`src/logic/fbwp_map.vh`:
```
// register offsets, field positions, reset values and constants of the flash write protection block
// assumes a 32-bit classic Wishbone slave with word-aligned registers
`ifndef FBWP_MAP_VH
`define FBWP_MAP_VH

// register byte addresses
`define FBWP_CTRL_ADDR      8'h00
`define FBWP_LOCK_ADDR      8'h04
`define FBWP_STAT_ADDR      8'h08
// control register fields
`define FBWP_CTRL_PGM_BIT   0
`define FBWP_CTRL_ERASE_BIT 1
`define FBWP_CTRL_HV_BIT    3
`define FBWP_CTRL_RESET     8'h00
// status register fields
`define FBWP_STAT_READ_BIT  0
`define FBWP_STAT_BYP_BIT   1
`define FBWP_STAT_WAIT_BIT  2
`define FBWP_STAT_HIT_BIT   3
// lock byte location and region bases
`define FBWP_LOCK_LOC       16'hFF80
`define FBWP_BASE_4K        16'hF000
`define FBWP_BASE_8K        16'hE000
`define FBWP_BASE_16K       16'hC000
`define FBWP_BASE_ALL       16'hA000
`define FBWP_LOCK_RESET     8'h00

`endif

```
`src/logic/fbwp_top.v`:
```
// flash block write protection: lock byte latch, select/high-voltage interlock, wait handling
// assumes a classic Wishbone master on SYS_CLK; only the bypass pin is synchronised here
`include "fbwp_map.vh"
`timescale 1ns/1ps
`default_nettype none

module fbwp_top
(
	input  wire        SYS_CLK,      // bus clock, 40 MHz
	input  wire        SRST,         // synchronous reset, active high
	input  wire        CLK_EN,       // freezes all state while low
	input  wire [7:0]  WB_ADR_I,     // register byte address
	input  wire [31:0] WB_DAT_I,     // write data
	input  wire [3:0]  WB_SEL_I,     // byte lane selects
	input  wire        WB_WE_I,      // write enable
	input  wire        WB_CYC_I,     // bus cycle
	input  wire        WB_STB_I,     // strobe
	output reg  [31:0] WB_DAT_O,     // read data
	output wire        WB_ACK_O,     // acknowledge
	input  wire        MEM_RD,       // cpu read of the flash array, one cycle
	input  wire        MEM_WR,       // cpu write to the flash array, one cycle
	input  wire [15:0] MEM_ADDR,     // array address of that access
	input  wire [7:0]  MEM_RDATA,    // byte read from the array
	input  wire        BYPASS_HIGH_VOLTAGE, // bypass level on interrupt pin, async
	input  wire        WAIT_MODE,    // processor in wait, same clock
	output reg         PROGRAM_SELECT, // program operation selected
	output reg         ERASE_SELECT, // erase operation selected
	output reg         HIGH_VOLTAGE_ON, // high voltage enable bit
	output reg         PUMP_ON,      // charge pump running
	output reg         ACCESS_BLOCKED // last target hit a locked region
);

	// lock byte held after each read of its location while a select is set
	reg  [7:0]  write_lock_ranges;
	reg         lock_read;
	reg         target_seen;
	reg  [15:0] target_addr;
	reg         ack_q;
	reg         byp_meta;
	reg         byp_sync;
	reg         next_pgm;
	reg         next_erase;
	reg         next_hv;
	wire        wb_req;
	wire        wr_ctrl;
	wire        lock_hit;

	// true, with the bypass level low, when an address falls inside a region locked by the byte
	function prot_hit;
		input [15:0] adr;
		input [7:0]  lck;
		input        byp;
		begin
			prot_hit = 1'b0;
			if (!byp)
			begin
				if (lck[3] && adr >= `FBWP_BASE_4K)
					prot_hit = 1'b1;
				if (lck[2] && adr >= `FBWP_BASE_8K)
					prot_hit = 1'b1;
				if (lck[1] && adr >= `FBWP_BASE_16K)
					prot_hit = 1'b1;
				if (lck[0] && adr >= `FBWP_BASE_ALL)
					prot_hit = 1'b1;
				// the lock byte itself needs the bypass level
				if (adr == `FBWP_LOCK_LOC)
					prot_hit = 1'b1;
			end
		end
	endfunction

	// two-stage synchroniser for the bypass pin
	always @(posedge SYS_CLK)
	begin
		if (SRST)
		begin
			byp_meta <= 1'b0;
			byp_sync <= 1'b0;
		end
		else if (CLK_EN)
		begin
			byp_meta <= BYPASS_HIGH_VOLTAGE;
			byp_sync <= byp_meta;
		end
	end

	// bus decode, single cycle ack
	assign wb_req   = WB_CYC_I & WB_STB_I & ~ack_q;
	assign WB_ACK_O = ack_q;
	assign wr_ctrl  = wb_req & CLK_EN & WB_WE_I & WB_SEL_I[0] &
		(WB_ADR_I == `FBWP_CTRL_ADDR);
	// check only against the byte read in this sequence; all-zero byte leaves all but the lock byte location open
	assign lock_hit = target_seen & lock_read &
		prot_hit(target_addr, write_lock_ranges, byp_sync);

	always @(posedge SYS_CLK)
	begin
		if (SRST)
			ack_q <= 1'b0;
		else if (CLK_EN)
			ack_q <= wb_req;
	end

	// read data register
	always @(posedge SYS_CLK)
	begin
		if (SRST)
			WB_DAT_O <= 32'h00000000;
		else if (CLK_EN && wb_req)
		begin
			case (WB_ADR_I)
				`FBWP_CTRL_ADDR:
					WB_DAT_O <= {28'h0000000, HIGH_VOLTAGE_ON, 1'b0, ERASE_SELECT, PROGRAM_SELECT};
				`FBWP_LOCK_ADDR:
					WB_DAT_O <= {24'h000000, write_lock_ranges};
				`FBWP_STAT_ADDR:
					WB_DAT_O <= {28'h0000000, ACCESS_BLOCKED, WAIT_MODE, byp_sync, lock_read};
				default:
					WB_DAT_O <= 32'h00000000;
			endcase
		end
	end

	// lock byte capture and sequence tracking
	always @(posedge SYS_CLK)
	begin
		if (SRST)
		begin
			write_lock_ranges <= `FBWP_LOCK_RESET;
			lock_read         <= 1'b0;
			target_seen       <= 1'b0;
			target_addr       <= 16'h0000;
		end
		else if (CLK_EN)
		begin
			if (!PROGRAM_SELECT && !ERASE_SELECT)
			begin
				// a new sequence starts with no read seen
				lock_read   <= 1'b0;
				target_seen <= 1'b0;
			end
			else
			begin
				if (MEM_RD && MEM_ADDR == `FBWP_LOCK_LOC)
				begin
					write_lock_ranges <= MEM_RDATA;
					lock_read         <= 1'b1;
				end
				if (MEM_WR && !HIGH_VOLTAGE_ON)
				begin
					target_addr <= MEM_ADDR;
					target_seen <= 1'b1;
				end
			end
		end
	end

	// select and high-voltage interlock
	always @*
	begin
		next_pgm   = PROGRAM_SELECT;
		next_erase = ERASE_SELECT;
		next_hv    = HIGH_VOLTAGE_ON;
		if (WAIT_MODE && HIGH_VOLTAGE_ON)
		begin
			// bits frozen while in wait with high voltage on
			next_pgm   = PROGRAM_SELECT;
		end
		else if (wr_ctrl)
		begin
			next_pgm   = WB_DAT_I[`FBWP_CTRL_PGM_BIT] & ~WB_DAT_I[`FBWP_CTRL_ERASE_BIT];
			next_erase = WB_DAT_I[`FBWP_CTRL_ERASE_BIT] & ~WB_DAT_I[`FBWP_CTRL_PGM_BIT];
			// set only with a select and a lock byte read
			next_hv    = WB_DAT_I[`FBWP_CTRL_HV_BIT] & (PROGRAM_SELECT | ERASE_SELECT) &
				lock_read & ~lock_hit;
			if (!WB_DAT_I[`FBWP_CTRL_HV_BIT])
				next_hv = 1'b0;
		end
		if (lock_hit && !HIGH_VOLTAGE_ON)
		begin
			next_pgm   = 1'b0;
			next_erase = 1'b0;
			next_hv    = 1'b0;
		end
	end

	always @(posedge SYS_CLK)
	begin
		if (SRST)
		begin
			PROGRAM_SELECT  <= 1'b0;
			ERASE_SELECT    <= 1'b0;
			HIGH_VOLTAGE_ON <= 1'b0;
			PUMP_ON         <= 1'b0;
			ACCESS_BLOCKED  <= 1'b0;
		end
		else if (CLK_EN)
		begin
			PROGRAM_SELECT  <= next_pgm;
			ERASE_SELECT    <= next_erase;
			HIGH_VOLTAGE_ON <= next_hv;
			// pump off in wait; read mode is untouched
			PUMP_ON         <= next_hv & ~WAIT_MODE;
			if (lock_hit)
				ACCESS_BLOCKED <= 1'b1;
			else if (wr_ctrl && (WB_DAT_I[`FBWP_CTRL_PGM_BIT] || WB_DAT_I[`FBWP_CTRL_ERASE_BIT]))
				ACCESS_BLOCKED <= 1'b0;
		end
	end

endmodule

`default_nettype wire

```
`config.mk`:
```
export PLATFORM = sky130hd
export DESIGN_NAME = fbwp_top
export DESIGN_NICKNAME = d
export VERILOG_FILES = /design/src/logic/fbwp_top.v
export VERILOG_INCLUDE_DIRS = /design/src /design/src/logic
export SDC_FILE = /design/constraint.sdc
export NUM_CORES = 1
export LEC_CHECK = 0
export BUFFER_PORTS_ARGS = -buffer_cell sky130_fd_sc_hd__clkbuf_2
export CORE_MARGIN = 2
export CORE_UTILIZATION = 39
export CTS_CLUSTER_DIAMETER = 150
export DETAILED_ROUTE_END_ITERATION = 6
export GPL_TIMING_DRIVEN = 0
export PLACE_DENSITY_LB_ADDON = 0.15
export RECOVER_POWER = 100
export SYNTH_ARGS = -nofsm -noshare
export SYNTH_HDL_FRONTEND = slang
export SYNTH_SLANG_ARGS = --single-unit
```
`constraint.sdc`:
```
create_clock -name SYS_CLK -period 2.2 [get_ports SYS_CLK]
set_clock_uncertainty 0.2 [all_clocks]
set_input_delay 0.11 -clock SYS_CLK [delete_from_list [all_inputs] [get_ports SYS_CLK]]
set_output_delay 0.11 -clock SYS_CLK [all_outputs]
set_load 0.01 [all_outputs]
```
==> flow_metrics.py <==
metrics = {
    "status": {
        "status": "complete, no violations",
    },
    "route": {
        "routed_wirelength_um": 5150,
        "drcViolationCount": 0,
        "drt_pass1_iterations": 4,
        "ant_nets": 0,
        "via_per_inst": 4.63,
        "wl_per_cell_um": 11.9,
        "vias": 1994,
        "drt_iter0_markers": 97,
    },
    "final_layout": {
        "final_util": 0.570,
        "area_delta_synth_final_pct": 42.0,
        "layoutNonFillerInstCount": 431,
        "nNetsFinal": 438,
        "area.sequential_um2": 841,
        "nFillCells": 516,
        "antennaDiodeCount": 0,
        "mostFrequentLayoutCells": "clkbuf_2, dfxtp_1, nand2_1",
        "largest_reg_flops": 16,
        "final_common_cell": "clkbuf_2",
        "drive_above_1_share": 0.247,
        "top_register": "target_addr",
        "multi_input_area_um2": 997,
        "reg_top3": "target_addr (16), WB_DAT_O (8), write_lock_ranges (8)",
    },
    "sta": {
        "finalCritPeriodShare": 0.922,
        "final_max_slew_viol_count": 0,
        "setup_violations": 0,
        "final_hold_viol_count": 0,
        "whs_ps": 15.1,
        "clock.fmax_mhz": 493,
        "setup-tns-final_ps": 0,
        "grt_setup_unrepaired": "false",
        "slew_headroom": 0.617,
        "final.min_clock_period_ps": 2030,
        "worstMarginPinSlew_ps": 575,
    },
    "synth": {
        "yosysUniqueCellTypes": 41,
        "synth_top_area_frac": 0.416,
        "yosysTopAreaCell": "dfxtp_1",
        "syn_area_um2": 2020,
        "synth.area.top_cells": "dfxtp_1, buf_4, nand2_1",
        "yosysWarnings": 0,
        "synth_enable_flop_cells": 0,
        "synthCells": 240,
        "avgSynthCellArea_um2": 8.43,
        "synthFlopType": "dfxtp_1",
        "synth-async-reset-ratio": 0,
        "synth_seq_cells": 42,
        "yosysSeqAreaShare": 0.416,
    },
    "clock_tree": {
        "clk_path_buf_depth": 2,
        "root_buffer": "clkbuf_8",
        "clk_latency_ps": 310,
        "cts.clk_slew.worst_paths_ps": 90,
        "cts_made_buffers": 5,
        "cts_num_sinks": 42,
        "htree_levels": 2,
        "cts_tree": "yes",
    },
    "floorplanning": {
        "rows": 26,
        "die_area_um2": 5780,
        "die_h_um": 76.0,
        "start_util": 0.401,
        "fp.dieW_um": 76.0,
        "ios": 116,
        "core_um2": 5040,
    },
    "worst_setup_path": {
        "cp.required_ps": 2190,
        "crit_arrival_ps": 2010,
        "cp-end-kind": "flop",
        "critPathLaunchType": "input port",
        "crit_type": "in -> reg",
        "worst-path-max-fanout": 8,
    },
    "grt": {
        "grt_pass1_wl_um": 8830,
        "grt_max_degree": 15,
        "grt_overflow": 0,
        "track_usage": 0.188,
        "antenna_found_initial": 0,
        "grt_pass1_vias": 1905,
    },
    "pwr": {
        "ir_drop_v": 0.000323,
        "power_leakage_nw": 1.24,
        "powerDensity_nw_per_um2": 512,
    },
    "flow_run": {
        "max-cap-violations": 0,
    },
    "place": {
        "dp_hpwl_um": 3670,
        "gp_congestion": 0.781,
        "io_buffers": 57,
        "dp.cells": 390,
    },
    "worst_hold_path": {
        "worstHoldPathType": "in -> reg",
    },
}
[final cells by class]
type                            count  area share
Buffer                             37      0.0854
Clock buffer                        5      0.0240
Clock inverter                      3     0.00740
Inverter                            4     0.00523
Multi-Input combinational cell    180       0.347
Sequential cell                    42       0.293
Tap cell                           70      0.0305
Timing Repair Buffer               90       0.208
[stage by stage]
step	area (um^2)	power, mW	setup slack, ps
3_3_place_gp	2480	0.928	45.6
5_1_grt	2870	1.54	46.4
2_1_floorplan	2110	0.872	270
4_1_cts	2900	1.47	112
6_report	2870	1.47	172
3_5_place_dp	2480	0.929	27.3
[cells in the mapped netlist (2+ instances only)]
library cell	count
dfxtp_1	42
buf_4	25
a22oi_1	7
or3_1	2
buf_6	2
nand2_1	40
nand4_1	3
or4_1	2
mux2i_1	13
clkbuf_1	9
or2b_2	5
or2_2	2
or4_4	2
nor3_1	2
o21ai_0	8
o22ai_1	2
and3b_1	2
inv_1	4
nor2_1	22
a21oi_1	22
o21ai_1	2
nor4_1	3
[metal layers]
metal,vias to the layer above,share of wire,global-route usage
met5,-,0,0
met4,0,0.015,0.0636
met3,7,0.054,0.0403
met2,63,0.48,0.319
met1,903,0.45,0.238
li1,1021,-,-
[worst max-delay path, stage by stage]
cell           delay (ps)
dlygate4sd3_1         520
clkbuf_1              130
nand4_1               150
or4_1                 530
clkbuf_1              290
mux2i_1               220
nor2_1                 50
[final timing paths]
path	slack, ps	cells after the start	to	startpoint
worst max-delay path	170	7	write_lock_ranges[2]	MEM_ADDR[14]
worst min-delay path	20	3	lock_read	CLK_EN
worst max register to register	190	6	PROGRAM_SELECT	WB_ACK_O
worst min register to register	260	2	target_addr[2]	target_addr[2]
[power breakdown]
group,internal [mW],switching (mW)
registers,0.762,0.00183
logic,0.111,0.0814
clock network,0.223,0.291
total,1.10,0.374
[what timing repair did]
action | CTS | global route
resized for setup | 0 | 3
hold buffers | 33 | 0
endpoints found under the hold margin | 30 | 0
endpoints found under the setup margin | 0 | 10
buffers inserted | 0 | 0
[cells by family after synthesis]
family	after synthesis	share of synthesized area
AO/OA/AOI/OAI	49	0.147
flip-flops	42	0.416
buffers and inverters	41	0.135
AND/OR/NAND/NOR	94	0.237
multiplexers	13	0.0643
other	1	0.00185
Power figures use the tool's default switching activity.
